$ cat src/udreg_map.svh
// Purpose: Offsets, keys, field positions and reset values of the register bank
// Assumes: 3-bit register address, 8-bit data
// Notes: Definitions only
`ifndef UDREG_MAP_SVH
`define UDREG_MAP_SVH
`define UDREG_ADDR_0 3'h0
`define UDREG_ADDR_1 3'h1
`define UDREG_ADDR_2 3'h2
`define UDREG_ADDR_3 3'h3
`define UDREG_ADDR_4 3'h4
`define UDREG_ADDR_5 3'h5
`define UDREG_ADDR_6 3'h6
`define UDREG_ADDR_7 3'h7
`define UDREG_ENH_KEY 8'hBF
`define UDREG_LC_DIV_BIT 7
`define UDREG_EF_ENH_BIT 4
`define UDREG_FRAC_MASK 8'h0F
`define UDREG_RESET_BYTE 8'h00
`define UDREG_LC_RESET 8'h03
`define UDREG_DEVICE_REVISION 8'h01
`define UDREG_DEVICE_IDENTITY 8'h5C
`define UDREG_IE_ENH_MASK 8'hF0
`define UDREG_FC_ENH_MASK 8'h30
`define UDREG_MC_ENH_MASK 8'hE0
`define UDREG_IS_ENH_MASK 8'h30
`endif

$ cat src/udreg_pkg.sv
// Purpose: Types shared by the register bank
// Assumes: Constants live in udreg_map.svh
// Notes: None
package udreg_pkg;
  typedef enum logic [1:0] {
    UDREG_BANK_NORMAL = 2'b00,
    UDREG_BANK_DIVISOR = 2'b01,
    UDREG_BANK_ENHANCED = 2'b10
  } udreg_bank_type;
  typedef struct packed {
    logic rx_tx_mode;
    logic scratch_swap;
    logic [1:0] trigger_table;
    logic reserved;
    logic ir_invert;
    logic [1:0] rts_hysteresis;
  } udreg_feature_type;
  typedef struct packed {
    logic auto_cts;
    logic auto_rts;
    logic special_char;
    logic enhanced_enable;
    logic [3:0] soft_flow;
  } udreg_enhanced_type;
  typedef struct packed {
    logic [7:0] resume_first;
    logic [7:0] resume_second;
    logic [7:0] pause_first;
    logic [7:0] pause_second;
  } udreg_flow_chars_type;
endpackage : udreg_pkg

$ cat src/udreg_top.sv
// Purpose: Register bank of the UART: normal, divisor and enhanced banks
// Assumes: Host strobes synchronous to clk, one-cycle pulses
// Notes: Read data is registered one cycle after the read strobe
// Summary of operation
// [RULE1] Extended bits write and act only while enhanced enable is set
// [RULE2] Enhanced enable unlocks interrupt, FIFO, modem and fraction fields
// [RULE3] Divisor bank: address 0 accesses divisor low byte
// [RULE4] Address 1 accesses divisor high byte in the divisor bank
// [RULE5] Address 2 holds 4-bit fraction, upper bits zero, needs enhanced enable
// [RULE6] Divisor bank, divisor zero: address 0 reads the revision
// [RULE7] Divisor zero, not enhanced key: address 1 reads the identity code
// [RULE8] Enhanced bank write at address 0 loads the trigger level
// [RULE9] Enhanced bank read at address 0 returns FIFO level count
// [RULE10] Feature control at address 1 holds mode, swap, table, invert, hysteresis
// [RULE11] Enhanced function at address 2 only under key 0xBF
// [RULE12] Addresses 4 to 7 hold resume and pause characters
// [RULE13] Receive holding is read only; writes leave received data alone
// [RULE14] Transmit holding is write only; reads there return receive data
// [RULE15] Enhanced bank only while line control holds 0xBF
// [RULE16] Enhanced address 0 reads FIFO level, writes trigger level
// [RULE17] Selection uses address, bank key and enable; blocked access changes nothing
`timescale 1ns/1ps
`default_nettype none
`include "udreg_map.svh"
module udreg_top (
  input wire logic clk, // System clock
  input wire logic reset_n, // Asynchronous reset, active low
  input wire logic [2:0] reg_addr, // Register address
  input wire logic wr_strobe, // Write pulse
  input wire logic rd_strobe, // Read pulse
  input wire logic [7:0] wr_data, // Write data
  input wire logic [7:0] rx_data, // Received character from receiver
  input wire logic [7:0] fifo_level, // FIFO level from FIFO logic
  output logic [7:0] rd_data, // Registered read data
  output logic [7:0] tx_data, // Transmit character
  output logic tx_load, // Transmit write pulse
  output logic [7:0] line_control, // Line control register
  output logic [15:0] baud_divisor, // Divisor high:low
  output logic [3:0] baud_fraction, // Effective fractional divisor
  output logic [7:0] interrupt_enable, // Effective interrupt enable
  output logic [7:0] fifo_control, // Effective FIFO control
  output logic [7:0] modem_control, // Effective modem control
  output logic [7:0] fifo_trigger, // Trigger level
  output udreg_pkg::udreg_feature_type features, // Feature control
  output udreg_pkg::udreg_enhanced_type enhanced, // Enhanced function
  output udreg_pkg::udreg_flow_chars_type flow_chars // Flow characters
);
  udreg_pkg::udreg_bank_type bank;
  logic [7:0] divisor_low_reg;
  logic [7:0] divisor_high_reg;
  logic [3:0] fraction_reg;
  logic [7:0] line_control_reg;
  logic [7:0] interrupt_enable_reg;
  logic [7:0] fifo_control_reg;
  logic [7:0] modem_control_reg;
  logic [7:0] scratch_reg;
  logic [7:0] trigger_reg;
  logic [7:0] tx_data_reg;
  logic tx_load_reg;
  udreg_pkg::udreg_feature_type feature_reg;
  udreg_pkg::udreg_enhanced_type enhanced_reg;
  logic [7:0] rd_data_reg;
  logic [7:0] rd_data_next;
  logic chars_wr;
  logic enh_on;
  logic divisor_zero;
  logic in_div;
  logic in_enh;
  logic [7:0] ie_mask;
  logic [7:0] fc_mask;
  logic [7:0] mc_mask;

  udreg_decode u_decode (
    .clk(clk),
    .reset_n(reset_n),
    .line_control(line_control_reg),
    .bank(bank)
  );

  assign in_enh = bank == udreg_pkg::UDREG_BANK_ENHANCED; // see [RULE15]
  assign in_div = bank == udreg_pkg::UDREG_BANK_DIVISOR;
  assign enh_on = enhanced_reg.enhanced_enable; // see [RULE1]
  assign divisor_zero = divisor_low_reg == `UDREG_RESET_BYTE &&
    divisor_high_reg == `UDREG_RESET_BYTE;
  assign ie_mask = enh_on ? 8'hFF : ~`UDREG_IE_ENH_MASK; // see [RULE2]
  assign fc_mask = enh_on ? 8'hFF : ~`UDREG_FC_ENH_MASK; // see [RULE2]
  assign mc_mask = enh_on ? 8'hFF : ~`UDREG_MC_ENH_MASK; // see [RULE2]
  assign chars_wr = wr_strobe && in_enh && reg_addr[2]; // see [RULE12]

  udreg_flow_chars u_chars (
    .clk(clk),
    .reset_n(reset_n),
    .wr_en(chars_wr),
    .wr_sel(reg_addr[1:0]),
    .wr_data(wr_data),
    .rd_sel(reg_addr[1:0]),
    .rd_data(),
    .chars(flow_chars)
  );

  // Line control is reachable in every bank, the enhanced one included
  always_ff @(posedge clk or negedge reset_n)
  begin
    if (!reset_n)
      line_control_reg <= `UDREG_LC_RESET;
    else if (wr_strobe && reg_addr == `UDREG_ADDR_3)
      line_control_reg <= wr_data;
  end

  always_ff @(posedge clk or negedge reset_n)
  begin
    if (!reset_n)
      divisor_low_reg <= `UDREG_RESET_BYTE;
    else if (wr_strobe && in_div && reg_addr == `UDREG_ADDR_0)
      divisor_low_reg <= wr_data; // see [RULE3]
  end

  always_ff @(posedge clk or negedge reset_n)
  begin
    if (!reset_n)
      divisor_high_reg <= `UDREG_RESET_BYTE;
    else if (wr_strobe && in_div && reg_addr == `UDREG_ADDR_1)
      divisor_high_reg <= wr_data; // see [RULE4]
  end

  always_ff @(posedge clk or negedge reset_n)
  begin
    if (!reset_n)
      fraction_reg <= 4'h0;
    else if (wr_strobe && in_div && enh_on && reg_addr == `UDREG_ADDR_2)
      fraction_reg <= wr_data[3:0]; // see [RULE5]
  end

  // Extended bits keep their old value when the enable is off
  always_ff @(posedge clk or negedge reset_n)
  begin
    if (!reset_n)
      interrupt_enable_reg <= `UDREG_RESET_BYTE;
    else if (wr_strobe && bank == udreg_pkg::UDREG_BANK_NORMAL &&
             reg_addr == `UDREG_ADDR_1)
      interrupt_enable_reg <= (wr_data & ie_mask) |
        (interrupt_enable_reg & ~ie_mask); // see [RULE1]
  end

  always_ff @(posedge clk or negedge reset_n)
  begin
    if (!reset_n)
      fifo_control_reg <= `UDREG_RESET_BYTE;
    else if (wr_strobe && !in_enh && reg_addr == `UDREG_ADDR_2 && !in_div)
      fifo_control_reg <= (wr_data & fc_mask) |
        (fifo_control_reg & ~fc_mask); // see [RULE1]
  end

  always_ff @(posedge clk or negedge reset_n)
  begin
    if (!reset_n)
      modem_control_reg <= `UDREG_RESET_BYTE;
    else if (wr_strobe && !in_enh && reg_addr == `UDREG_ADDR_4)
      modem_control_reg <= (wr_data & mc_mask) |
        (modem_control_reg & ~mc_mask); // see [RULE1]
  end

  always_ff @(posedge clk or negedge reset_n)
  begin
    if (!reset_n)
      scratch_reg <= `UDREG_RESET_BYTE;
    else if (wr_strobe && !in_enh && reg_addr == `UDREG_ADDR_7 &&
             !feature_reg.scratch_swap)
      scratch_reg <= wr_data;
  end

  always_ff @(posedge clk or negedge reset_n)
  begin
    if (!reset_n)
      trigger_reg <= `UDREG_RESET_BYTE;
    else if (wr_strobe && in_enh && reg_addr == `UDREG_ADDR_0)
      trigger_reg <= wr_data; // see [RULE8] [RULE16]
  end

  always_ff @(posedge clk or negedge reset_n)
  begin
    if (!reset_n)
      feature_reg <= '0;
    else if (wr_strobe && in_enh && reg_addr == `UDREG_ADDR_1)
      feature_reg <= wr_data; // see [RULE10]
  end

  always_ff @(posedge clk or negedge reset_n)
  begin
    if (!reset_n)
      enhanced_reg <= '0;
    else if (wr_strobe && in_enh && reg_addr == `UDREG_ADDR_2)
      enhanced_reg <= wr_data; // see [RULE11]
  end

  // Transmit path only; received data is never written by the host
  always_ff @(posedge clk or negedge reset_n)
  begin
    if (!reset_n)
      tx_load_reg <= 1'b0;
    else
      tx_load_reg <= wr_strobe && bank == udreg_pkg::UDREG_BANK_NORMAL &&
        reg_addr == `UDREG_ADDR_0; // see [RULE13] [RULE14]
  end

  always_ff @(posedge clk or negedge reset_n)
  begin
    if (!reset_n)
      tx_data_reg <= `UDREG_RESET_BYTE;
    else if (wr_strobe && bank == udreg_pkg::UDREG_BANK_NORMAL &&
             reg_addr == `UDREG_ADDR_0)
      tx_data_reg <= wr_data; // see [RULE14]
  end

  always_comb
  begin
    rd_data_next = `UDREG_RESET_BYTE;
    if (in_enh)
    begin
      if (reg_addr == `UDREG_ADDR_0)
        rd_data_next = fifo_level; // see [RULE9] [RULE16]
      else if (reg_addr == `UDREG_ADDR_1)
        rd_data_next = feature_reg; // see [RULE10]
      else if (reg_addr == `UDREG_ADDR_2)
        rd_data_next = enhanced_reg; // see [RULE11]
      else if (reg_addr == `UDREG_ADDR_3)
        rd_data_next = line_control_reg;
      // Characters come straight from their flops so a read sees this address
      else if (reg_addr == `UDREG_ADDR_4)
        rd_data_next = flow_chars.resume_first; // see [RULE12]
      else if (reg_addr == `UDREG_ADDR_5)
        rd_data_next = flow_chars.resume_second;
      else if (reg_addr == `UDREG_ADDR_6)
        rd_data_next = flow_chars.pause_first;
      else
        rd_data_next = flow_chars.pause_second;
    end
    else if (in_div && reg_addr == `UDREG_ADDR_0)
      rd_data_next = divisor_zero ? `UDREG_DEVICE_REVISION
        : divisor_low_reg; // see [RULE3] [RULE6]
    else if (in_div && reg_addr == `UDREG_ADDR_1)
      rd_data_next = divisor_zero ? `UDREG_DEVICE_IDENTITY
        : divisor_high_reg; // see [RULE4] [RULE7]
    else if (in_div && reg_addr == `UDREG_ADDR_2)
      rd_data_next = enh_on ? {4'h0, fraction_reg}
        : `UDREG_RESET_BYTE; // see [RULE5]
    else if (reg_addr == `UDREG_ADDR_0)
      rd_data_next = rx_data; // see [RULE13] [RULE14]
    else if (reg_addr == `UDREG_ADDR_1)
      rd_data_next = interrupt_enable_reg & ie_mask; // see [RULE2]
    else if (reg_addr == `UDREG_ADDR_3)
      rd_data_next = line_control_reg;
    else if (reg_addr == `UDREG_ADDR_4)
      rd_data_next = modem_control_reg & mc_mask; // see [RULE2]
    else if (reg_addr == `UDREG_ADDR_7)
      rd_data_next = feature_reg.scratch_swap ? fifo_level : scratch_reg;
    else
      rd_data_next = `UDREG_RESET_BYTE;
  end

  always_ff @(posedge clk or negedge reset_n)
  begin
    if (!reset_n)
      rd_data_reg <= `UDREG_RESET_BYTE;
    else if (rd_strobe)
      rd_data_reg <= rd_data_next;
  end

  // Effective views: extended fields forced inactive without the enable
  always_ff @(posedge clk or negedge reset_n)
  begin
    if (!reset_n)
      interrupt_enable <= `UDREG_RESET_BYTE;
    else
      interrupt_enable <= interrupt_enable_reg & ie_mask; // see [RULE1]
  end

  always_ff @(posedge clk or negedge reset_n)
  begin
    if (!reset_n)
      fifo_control <= `UDREG_RESET_BYTE;
    else
      fifo_control <= fifo_control_reg & fc_mask; // see [RULE2]
  end

  always_ff @(posedge clk or negedge reset_n)
  begin
    if (!reset_n)
      modem_control <= `UDREG_RESET_BYTE;
    else
      modem_control <= modem_control_reg & mc_mask; // see [RULE2]
  end

  always_ff @(posedge clk or negedge reset_n)
  begin
    if (!reset_n)
      baud_fraction <= 4'h0;
    else
      baud_fraction <= enh_on ? fraction_reg : 4'h0; // see [RULE5]
  end

  always_ff @(posedge clk or negedge reset_n)
  begin
    if (!reset_n)
      line_control <= `UDREG_LC_RESET;
    else
      line_control <= line_control_reg;
  end

  always_ff @(posedge clk or negedge reset_n)
  begin
    if (!reset_n)
      baud_divisor <= 16'h0000;
    else
      baud_divisor <= {divisor_high_reg, divisor_low_reg};
  end

  always_ff @(posedge clk or negedge reset_n)
  begin
    if (!reset_n)
      fifo_trigger <= `UDREG_RESET_BYTE;
    else
      fifo_trigger <= trigger_reg;
  end

  always_ff @(posedge clk or negedge reset_n)
  begin
    if (!reset_n)
      features <= '0;
    else
      features <= feature_reg;
  end

  always_ff @(posedge clk or negedge reset_n)
  begin
    if (!reset_n)
      enhanced <= '0;
    else
      enhanced <= enhanced_reg;
  end

  assign rd_data = rd_data_reg;
  assign tx_data = tx_data_reg;
  assign tx_load = tx_load_reg;
endmodule : udreg_top
`default_nettype wire

$ cat src/udreg_decode.sv
// Purpose: Picks the register bank from the line control value alone
// Assumes: Line control comes from a register
// Notes: Registered bank selection
`timescale 1ns/1ps
`default_nettype none
`include "udreg_map.svh"
module udreg_decode (
  input wire logic clk, // System clock
  input wire logic reset_n, // Asynchronous reset, active low
  input wire logic [7:0] line_control, // Current line control value
  output udreg_pkg::udreg_bank_type bank // Selected bank
);
  udreg_pkg::udreg_bank_type bank_next;
  always_comb
  begin
    if (line_control == `UDREG_ENH_KEY)
      bank_next = udreg_pkg::UDREG_BANK_ENHANCED; // see [RULE15]
    else if (line_control[`UDREG_LC_DIV_BIT])
      bank_next = udreg_pkg::UDREG_BANK_DIVISOR; // see [RULE17]
    else
      bank_next = udreg_pkg::UDREG_BANK_NORMAL;
  end
  always_ff @(posedge clk or negedge reset_n)
  begin
    if (!reset_n)
      bank <= udreg_pkg::UDREG_BANK_NORMAL;
    else
      bank <= bank_next;
  end
endmodule : udreg_decode
`default_nettype wire

$ cat src/udreg_flow_chars.sv
// Purpose: Holds the four flow-control characters
// Assumes: Write strobe qualified by the enhanced bank
// Notes: One generate loop over entries
`timescale 1ns/1ps
`default_nettype none
`include "udreg_map.svh"
module udreg_flow_chars (
  input wire logic clk, // System clock
  input wire logic reset_n, // Asynchronous reset, active low
  input wire logic wr_en, // Write to a character slot
  input wire logic [1:0] wr_sel, // Slot 0..3
  input wire logic [7:0] wr_data, // Written character
  input wire logic [1:0] rd_sel, // Slot to read
  output logic [7:0] rd_data, // Registered read data
  output udreg_pkg::udreg_flow_chars_type chars // All four slots
);
  logic [7:0] slot_reg [4];
  genvar i;
  generate
    for (i = 0; i < 4; i++)
    begin : g_slot
      always_ff @(posedge clk or negedge reset_n)
      begin
        if (!reset_n)
          slot_reg[i] <= `UDREG_RESET_BYTE;
        else if (wr_en && wr_sel == 2'(i))
          slot_reg[i] <= wr_data; // see [RULE12]
      end
    end
  endgenerate
  always_ff @(posedge clk or negedge reset_n)
  begin
    if (!reset_n)
      rd_data <= `UDREG_RESET_BYTE;
    else
      rd_data <= slot_reg[rd_sel];
  end
  assign chars = {slot_reg[0], slot_reg[1], slot_reg[2], slot_reg[3]};
endmodule : udreg_flow_chars
`default_nettype wire

$ cat config.mk
export PLATFORM = sky130hd
export DESIGN_NAME = udreg_top
export DESIGN_NICKNAME = d
export VERILOG_FILES = /design/src/udreg_pkg.sv /design/src/udreg_top.sv /design/src/udreg_decode.sv /design/src/udreg_flow_chars.sv
export VERILOG_INCLUDE_DIRS = /design/src
export SDC_FILE = /design/constraint.sdc
export NUM_CORES = 1
export LEC_CHECK = 0
export BUFFER_PORTS_ARGS = -buffer_cell sky130_fd_sc_hd__buf_2
export CAP_MARGIN = 40
export CORE_UTILIZATION = 54
export CTS_CLUSTER_SIZE = 16
export DETAILED_ROUTE_END_ITERATION = 7
export PLACE_DENSITY_LB_ADDON = 0.15
export SYNTH_ARGS = -nofsm -noshare
export SYNTH_HDL_FRONTEND = slang
export SYNTH_SLANG_ARGS = --single-unit
export TNS_END_PERCENT = 50
$ cat constraint.sdc
create_clock -name clk -period 2.8 [get_ports clk]
set_clock_uncertainty 0.1 [all_clocks]
set_input_delay 0 -clock clk [delete_from_list [all_inputs] [get_ports clk]]
set_output_delay 0 -clock clk [all_outputs]
set_load 0.005 [all_outputs]
==> results.py, run 1 <==
metrics = {
    "worst_setup_path": {
        "crit_end": "rd_data[3]",
        "reg2regPathDepth": 6,
        "cp.required_ps": 3080,
        "r2r_start": "u_decode.bank[1]",
        "slowest_stage": "dlygate4sd3_1",
        "crit_type": "reg2reg",
        "cp.arrival_ps": 2770,
        "path_depth": 6,
        "critPathBufInv": 1,
        "cp_cell_sequence": "nand2b_1, o21ai_0, o221ai_1, a21oi_1, o221ai_1, dlygate4sd3_1",
        "timing.rr.end": "rd_data[3]",
        "cpMostUsedCell": "o221ai_1",
        "startpoint": "u_decode.bank[1]",
        "end_kind": "flop",
        "slowest_delay_ps": 590,
        "worstSetupStartpointType": "flop",
        "path_delay_family": "compound AO/OA/AOI/OAI gates",
        "path_max_fanout": 7,
        "reg2reg_slack_ps": 300,
    },
    "yosys": {
        "syn_nets": 689,
        "netlist-cell-type-count": 62,
        "syn_area_per_cell_um2": 13.1,
        "synthCells": 658,
        "yosysWarnings": 0,
        "syn_area_mm2": 0.00865,
        "ys_async_sr_fraction": 1.00,
        "ys.flop_type": "dfrtp_1",
        "ys_ff_latch": 211,
        "synth_seq_area_share": 0.611,
        "synth_edf_count": 0,
    },
    "power": {
        "switchingPower_mw": 1.88,
        "p_total_mw": 7.32,
        "swShare": 0.256,
        "p_per_area_mw_per_mm2": 693,
        "clkPwrFrac": 0.363,
        "internal_power_mw": 5.44,
        "vdd_ir_drop_max_v": 0.000492,
        "leakage_nw": 5.28,
        "power_frac_seq": 0.505,
        "pwr-share-comb": 0.132,
    },
    "place": {
        "hpwl_um": 16500,
        "numPortBuffers": 155,
        "pre_cts_ws_ps": 569,
        "dpl.cell_count": 1001,
        "place_congestion": 0.951,
    },
    "finish": {
        "fin_nets": 869,
        "drive_gt1_frac": 0.402,
        "antenna_cells": 0,
        "areaGrowthSynthToFinish_pct": 22.1,
        "fin_cells": 1062,
        "largest_reg_flops": 32,
    },
    "global_routing": {
        "grt_max_degree": 77,
        "groute.usage.overall": 0.305,
        "antenna_found_initial": 0,
        "grt_pass1_wl_um": 37300,
        "grt_remaining_overflow": 0,
        "first_global_vias": 6343,
    },
    "timing": {
        "final_max_slew_viol_count": 0,
        "setup_viol": 0,
        "fmax_mhz": 401,
        "worst_slack_ps": 304,
        "fin_crit_sh": 0.891,
        "tightest_slew_ps": 665,
        "fin_setup_tns_ps": 0,
        "rsz0062_at_grt": "no",
        "finalHoldViolations": 0,
        "min_period_ps": 2500,
        "max_slew_margin": 0.556,
    },
    "drt": {
        "drtIter0Drc": 298,
        "firstDrtPassIters": 5,
        "routed_wirelength_um": 24100,
        "drc": 0,
        "wl_per_cell_um": 22.7,
        "vias": 6212,
        "vias_per_cell": 5.85,
        "ant_nets": 0,
    },
    "clocking": {
        "cts_buffers": 21,
        "post_cts_resized": 0,
        "cts_num_sinks": 211,
        "clock_path_buffers": 3,
        "clock_latency_ps": 490,
        "cts_root_buf": "clkbuf_16",
        "clkSlewWorstSetupHoldPaths_ps": 60,
        "htree_levels": 1,
        "cts_tree": "yes",
    },
    "die": {
        "fp.dieArea_mm2": 0.0165,
        "io_pins": 156,
        "fp.coreArea_mm2": 0.0154,
        "placementRows": 45,
        "fp.dieH_um": 129,
        "die_x_um": 129,
        "start_util": 0.561,
    },
    "worst_hold_path": {
        "hp-class": "in2reg",
    },
    "run": {
        "cap_viol_max_count": 0,
    },
    "status": {
        "status": "finished, final reports clean",
    },
}
-- metrics by stage --
step	cell area (um2)	hold WS, ps	util
after floorplan	8650	-396	-
final	10600	27.2	0.685
after global placement	9640	-93.1	0.625
after global routing	10600	87.3	0.685
after CTS	10600	20.5	0.685
after detailed placement	9640	-81.3	0.625
-- tightest hold or removal path, stage by stage --
cell	delay, ps
buf_2	90
mux2i_1	60
nor2_1	80
a21oi_1	50
o32ai_1	200
or3_1	110
-- synth_stat cells (all sizes together) (2+ instances only) --
cell type / n / area, um2
buf: 20 / 126
nor3: 6 / 75.1
a22oi: 3 / 22.5
nand4: 6 / 37.5
nand2b: 9 / 56.3
dfstp: 4 / 105
inv: 12 / 45.0
nand2: 47 / 186
o21ai: 20 / 100
nor2: 27 / 126
o221ai: 18 / 164
mux2: 120 / 1360
a21oi: 24 / 120
nor2b: 11 / 68.8
dfrtp: 207 / 5180
clkbuf: 18 / 67.6
a211oi: 9 / 67.6
and2: 21 / 131
o21bai: 2 / 15.0
a221oi: 3 / 26.3
nor4: 4 / 25.0
nor3b: 3 / 33.8
o22ai: 10 / 62.6
o32ai: 3 / 26.3
mux2i: 15 / 150
or3: 2 / 12.5
nand3: 9 / 45.0
a31oi: 4 / 25.0
-- power by group through the flow --
stage,sequential (mW),combinational (mW),clock [mW]
after global routing,3.74,1.06,2.82
final,3.70,0.965,2.66
after detailed placement,3.75,0.915,0
after CTS,3.70,0.966,2.69
after global placement,3.74,0.899,0
after floorplan,3.68,0.469,0
-- per-layer routing --
metal | routed length [um] | vias to the layer above | global-route usage
met5 | 0 | - | 0
met3 | 1500 | 34 | 0.0337
met4 | 490 | 0 | 0.0886
met2 | 11400 | 265 | 0.494
li1 | - | 2723 | -
met1 | 10700 | 3190 | 0.438
-- area by class of cell --
type / instances / area (um2)
Clock buffer: 33 / 631
Sequential cell: 211 / 5290
Timing Repair Buffer: 195 / 1190
Multi-Input combinational cell: 396 / 3120
Fill cell: 1159 / 4870
Clock inverter: 3 / 18.8
Inverter: 13 / 48.8
Tap cell: 211 / 264
-- kinds of logic after synthesis --
family,synth area share
AO/OA/AOI/OAI,0.0849
XOR/XNOR,0.00101
buffers and inverters,0.0281
flip-flops,0.611
multiplexers,0.177
AND/OR/NAND/NOR,0.0981
-- timing repair --
action,CTS,global route
setup buffers,0,0
hold endpoints to repair,290,0
hold buffers,25,0
-- cell usage in the layout (no fill, tap or decap), types with 13 or more instances in the layout --
cell type | synthesis | routed
a21oi_1 | 24 | 24
and2_1 | 21 | 21
buf_2 | 11 | 154
buf_4 | 4 | 13
clkbuf_16 | 0 | 21
dfrtp_1 | 207 | 207
dlygate4sd3_1 | 0 | 24
mux2_2 | 118 | 118
mux2i_1 | 15 | 15
nand2_1 | 45 | 45
nor2_1 | 21 | 21
o21ai_0 | 18 | 18
o221ai_1 | 17 | 17
-- worst min path at each step --
stage / cells past startpoint / startpoint / slack [ps] / endpoint
2_1_floorplan: 0 / reset_n / -400 / async pin
3_3_place_gp: 1 / reset_n / -90 / enhanced[2]
3_5_place_dp: 1 / reset_n / -80 / enhanced[2]
4_1_cts: 6 / fifo_level[4] / 20 / rd_data[4]
5_1_grt: 5 / rx_data[7] / 90 / rd_data[7]
6_report: 6 / fifo_level[4] / 30 / rd_data[4]
Power figures use the tool's default switching activity.
==> run 2: changes to the inputs <==
--- a/config.mk
+++ b/config.mk
@@ -11,7 +11,8 @@
 export CORE_UTILIZATION = 54
 export CTS_CLUSTER_SIZE = 16
 export DETAILED_ROUTE_END_ITERATION = 7
-export PLACE_DENSITY_LB_ADDON = 0.15
+export PLACE_DENSITY = 0.87
+export REMOVE_ABC_BUFFERS = 1
 export SYNTH_ARGS = -nofsm -noshare
 export SYNTH_HDL_FRONTEND = slang
 export SYNTH_SLANG_ARGS = --single-unit
==> results.py, run 2 (synthesized netlist as in run 1, its figures left out) <==
metrics = {
    "status": {
        "status": "finished, violations left",
        "violations": "hold timing",
    },
    "clocking": {
        "htree_levels": 1,
        "cts_buffers": 21,
        "cts_num_sinks": 211,
        "clock_path_buffers": 3,
        "cts_setup_buffers": 0,
        "clock_latency_ps": 500,
        "clkSlewWorstSetupHoldPaths_ps": 70,
        "cts_tree": "yes",
        "cts_root_buf": "clkbuf_16",
    },
    "place": {
        "place_congestion": 1.01,
        "numPortBuffers": 155,
        "hpwl_um": 15600,
    },
    "timing": {
        "min_period_ps": 2590,
        "tightest_slew_ps": 733,
        "final_max_slew_viol_count": 0,
        "setup_viol": 0,
        "rsz0062_at_grt": "no",
        "fin_crit_sh": 0.926,
        "max_slew_margin": 0.511,
        "finalHoldViolations": 7,
        "fin_setup_tns_ps": 0,
        "holdWs_ps": -13.7,
        "fmax_mhz": 386,
    },
    "finish": {
        "areaGrowthSynthToFinish_pct": 21.3,
        "multi_input_area_mm2": 0.00312,
        "final_util": 0.680,
        "drive_gt1_frac": 0.399,
        "largest_reg_flops": 32,
        "fin_nets": 860,
        "antenna_cells": 0,
        "seq_area_mm2": 0.00529,
        "nFillCells": 1143,
        "final_cell_mix": "207 x dfrtp_1, 154 x buf_2, 118 x mux2_2",
        "final_common_cell": "dfrtp_1",
    },
    "worst_setup_path": {
        "cp.arrival_ps": 2920,
        "cp.required_ps": 3130,
        "path_max_fanout": 19,
        "crit_end": "rd_data[2]",
        "reg2regPathDepth": 6,
        "end_kind": "flop",
        "startpoint": "enh_on",
        "reg2reg_slack_ps": 210,
        "crit_type": "reg2reg",
        "r2r_start": "enh_on",
        "worstSetupStartpointType": "flop",
        "timing.rr.end": "rd_data[2]",
    },
    "die": {
        "fp.dieH_um": 129,
        "start_util": 0.561,
        "fp.coreArea_mm2": 0.0154,
        "placementRows": 45,
        "fp.dieArea_mm2": 0.0165,
        "die_x_um": 129,
        "io_pins": 156,
    },
    "worst_hold_path": {
        "hp-class": "in2async",
    },
    "drt": {
        "firstDrtPassIters": 5,
        "drtIter0Drc": 503,
        "vias_per_cell": 6.03,
        "top_layer_used": "met4",
        "routed_wirelength_um": 23200,
        "drc": 0,
        "met2_wirelength_um": 11000,
        "wl_met3_um": 2040,
        "wl_per_cell_um": 22.1,
        "vias": 6342,
        "wl_met1_um": 9450,
        "ant_nets": 0,
    },
    "global_routing": {
        "grt_max_degree": 85,
        "grt_remaining_overflow": 0,
        "groute.usage.overall": 0.292,
        "grt_pass1_wl_um": 36000,
        "first_global_vias": 6215,
        "antenna_found_initial": 0,
    },
    "power": {
        "vdd_ir_drop_max_v": 0.000506,
        "leakage_nw": 5.24,
        "p_total_mw": 7.46,
        "p_per_area_mw_per_mm2": 711,
    },
    "run": {
        "cap_viol_max_count": 0,
    },
}
[run 2: worst min-delay path by stage]
| stage | end | slack (ps) | depth (start not counted) |
|---|---|---|---|
| floorplan | async pin | -400 | 0 |
| global placement | trigger_reg[3] | -30 | 1 |
| detailed placement | fifo_trigger[3] | -30 | 1 |
| CTS | rd_data[1] | 10 | 4 |
| global route | rd_data[1] | 50 | 4 |
| finish | fifo_trigger[3] | -10 | 2 |
[run 2: final cells by class]
| cell class | instances | share of cell area |
|---|---|---|
| Clock inverter | 8 | 0.0113 |
| Multi-Input combinational cell | 396 | 0.298 |
| Tap cell | 211 | 0.0252 |
| Sequential cell | 211 | 0.504 |
| Timing Repair Buffer | 186 | 0.104 |
| Inverter | 13 | 0.00465 |
| Clock buffer | 26 | 0.0538 |
[run 2: timing repair]
| action | 4_1_cts | 5_1_grt |
|---|---|---|
| hold buffers | 23 | 0 |
| resized for setup | 0 | 0 |
| setup endpoints to repair | 0 | 0 |
| endpoints found under the hold margin | 179 | 0 |
[run 2: report_power, final]
| group | internal, mW | switching [mW] |
|---|---|---|
| Combinational | 0.458 | 0.482 |
| Clock | 1.70 | 1.12 |
| Sequential | 3.43 | 0.268 |
[run 2: stage by stage]
step                setup WS, ps  cell area [um2]  cells
global route                48.5            10500   1051
detailed placement           634             9580    994
CTS                          289            10500   1051
floorplan                   1070             8460    620
finish                       209            10500   1051
global placement             684             9580    994
[run 2: metal layers]
metal,global-route usage,up-vias
li1,-,2703
met2,0.463,379
met3,0.0457,55
met1,0.415,3205
met5,0,-
met4,0.0969,0
[run 2: critical path, stage by stage, from the launching register on]
cell and delay [ps]:
dfrtp_1 720, nor2b_1 510, a21oi_1 210, nor2_1 150, a21oi_1 60, o221ai_1 170
dlygate4sd3_1 600
==> run 3: changes to the inputs <==
--- a/config.mk
+++ b/config.mk
@@ -6,6 +6,7 @@
 export SDC_FILE = /design/constraint.sdc
 export NUM_CORES = 1
 export LEC_CHECK = 0
+export ABC_AREA = 1
 export BUFFER_PORTS_ARGS = -buffer_cell sky130_fd_sc_hd__buf_2
 export CAP_MARGIN = 40
 export CORE_UTILIZATION = 54
==> results.py, run 3 <==
metrics = {
    "timing": {
        "tightest_slew_ps": 724,
        "finalHoldViolations": 0,
        "min_period_ps": 2550,
        "setup_viol": 0,
        "fin_setup_tns_ps": 0,
        "rsz0062_at_grt": "no",
        "final_max_slew_viol_count": 0,
        "max_slew_margin": 0.517,
        "fin_crit_sh": 0.911,
        "fmax_mhz": 392,
    },
    "worst_setup_path": {
        "cp.required_ps": 3080,
        "path_max_fanout": 14,
        "end_kind": "flop",
        "cp.arrival_ps": 2830,
        "worstSetupStartpointType": "primary input",
        "crit_type": "in2reg",
    },
    "die": {
        "fp.dieH_um": 127,
        "io_pins": 156,
        "fp.coreArea_mm2": 0.0152,
        "die_x_um": 127,
        "placementRows": 45,
        "fp.dieArea_mm2": 0.0161,
        "start_util": 0.554,
    },
    "drt": {
        "ant_nets": 0,
        "routed_wirelength_um": 23900,
        "firstDrtPassIters": 6,
        "wl_per_cell_um": 18.3,
        "drtIter0Drc": 734,
        "drc": 0,
        "vias_per_cell": 5.51,
        "vias": 7189,
    },
    "clocking": {
        "cts_num_sinks": 211,
        "clock_latency_ps": 500,
        "clkSlewWorstSetupHoldPaths_ps": 60,
        "cts_tree": "yes",
        "clock_path_buffers": 3,
        "cts_buffers": 21,
        "cts_root_buf": "clkbuf_16",
        "htree_levels": 1,
    },
    "yosys": {
        "synth.most_common_cell": "nand2_1",
        "synth_seq_area_share": 0.627,
        "ys_ff_latch": 211,
        "synth_area_leader_cell": "dfrtp_1",
        "yosysWarnings": 0,
        "synth_area_leaders": "dfrtp_1 61%, nand2_1 13%, o21ai_0 9.6%",
        "syn_area_mm2": 0.00843,
        "synth_common_cells": "285 x nand2_1, 207 x dfrtp_1, 162 x o21ai_0",
        "netlist-cell-type-count": 28,
        "synth_top_area_frac": 0.615,
        "syn_area_per_cell_um2": 9.04,
        "synthCells": 932,
        "ys.flop_type": "dfrtp_1",
        "ys_async_sr_fraction": 1.00,
        "synth_edf_count": 0,
    },
    "finish": {
        "multi_input_area_mm2": 0.00261,
        "fin_cells": 1305,
        "nFillCells": 1193,
        "seq_area_mm2": 0.00529,
        "fin_area_mm2": 0.0102,
        "largest_reg_flops": 32,
        "drive_gt1_frac": 0.201,
        "areaGrowthSynthToFinish_pct": 21.5,
        "fin_nets": 1133,
        "final_cell_mix": "285 x nand2_1, 206 x dfrtp_1, 162 x o21ai_0",
        "antenna_cells": 0,
        "final_common_cell": "nand2_1",
    },
    "global_routing": {
        "antenna_found_initial": 0,
        "grt_pass1_wl_um": 37100,
        "groute.usage.overall": 0.305,
        "grt_max_degree": 87,
        "first_global_vias": 6823,
        "grt_remaining_overflow": 0,
    },
    "place": {
        "numPortBuffers": 155,
        "postPlaceCellArea_mm2": 0.00933,
        "dpl.cell_count": 1241,
        "hpwl_um": 15800,
        "place_congestion": 0.937,
    },
    "run": {
        "cap_viol_max_count": 0,
    },
    "status": {
        "status": "finished, final reports clean",
    },
    "power": {
        "p_per_area_mw_per_mm2": 708,
        "vdd_ir_drop_max_v": 0.000522,
        "leakage_nw": 5.51,
    },
    "worst_hold_path": {
        "hp-class": "in2async",
    },
}
run 3: cell types whose count changed after synthesis, moves of 15 or more:
| cell | delta |
|---|---|
| mux2i_1 | -15 |
| inv_1 | +73 |
| and2_1 | -21 |
| o21ai_0 | +144 |
| nand2_1 | +240 |
| o221ai_1 | -17 |
| mux2_2 | -118 |
| nor2_1 | +29 |
run 3: layer usage:
metal / GRT usage / vias to the layer above / wire (um)
met5: 0.00619 / - / 0
met4: 0.133 / 0 / 1030
li1: - / 3295 / -
met3: 0.0679 / 70 / 2070
met2: 0.477 / 376 / 11000
met1: 0.413 / 3448 / 9790
run 3: stage by stage:
stage	setup WS [ps]	hold WS, ps	utilization	power [mW]
2_1_floorplan	961	-396	-	4.07
3_3_place_gp	843	-2.09	0.613	4.55
3_5_place_dp	811	9.02	0.613	4.58
4_1_cts	284	12.7	0.673	7.25
5_1_grt	37.5	66.9	0.674	7.57
6_report	248	34.6	0.674	7.25
run 3: power by group:
part	total (mW)	switching (mW)	internal, mW
Combinational	0.941	0.576	0.365
Clock	2.65	1.13	1.52
Sequential	3.66	0.226	3.44
run 3: final cells by class:
| type | count | area share |
|---|---|---|
| Clock buffer | 32 | 0.0602 |
| Clock inverter | 6 | 0.00330 |
| Inverter | 93 | 0.0341 |
| Multi-Input combinational cell | 589 | 0.255 |
| Sequential cell | 211 | 0.516 |
| Tap cell | 188 | 0.0230 |
| Timing Repair Buffer | 186 | 0.108 |
run 3: cell families after synthesis:
logic type / Yosys count / synth area share
AOI/OAI and AO/OA: 209 / 0.125
buffers and inverters: 132 / 0.0634
DFF: 211 / 0.627
and+or+nand+nor: 380 / 0.184
run 3: critical path: stages:
cell           delay (ps)
dlygate4sd3_1         530
buf_2                 170
nor2_2                 60
nand2_1               390
inv_2                 240
nand2_1               160
nand3_1               110
nor2_1                110
nand2_1                50
o21ai_0               150
nand2_1                70
nand2_1                60
nand2_1                60
dlygate4sd3_1         560
nand2_1                70
nand2_1                40
run 3: timing repair:
action | in CTS | in global routing
gates resized for setup | 0 | 2
hold buffers | 26 | 0
buffers inserted | 0 | 0
endpoints found under the setup margin | 0 | 1
hold endpoints to repair | 175 | 0
run 3: worst paths after layout:
kind                       depth (start not counted)  slack, ps                   to           startpoint
setup / recovery                                  16        250           rd_data[0]          reg_addr[0]
hold / removal                                     2         30  fifo_control_reg[3]              reset_n
setup reg to reg                                  13        370           rd_data[3]     u_decode.bank[1]
hold reg to reg                                    0        280      fifo_control[0]  fifo_control_reg[0]
max in group asynchronous                          3       1720      line_control[0]              reset_n
min in group clk                                   9         40           rd_data[2]           rx_data[2]
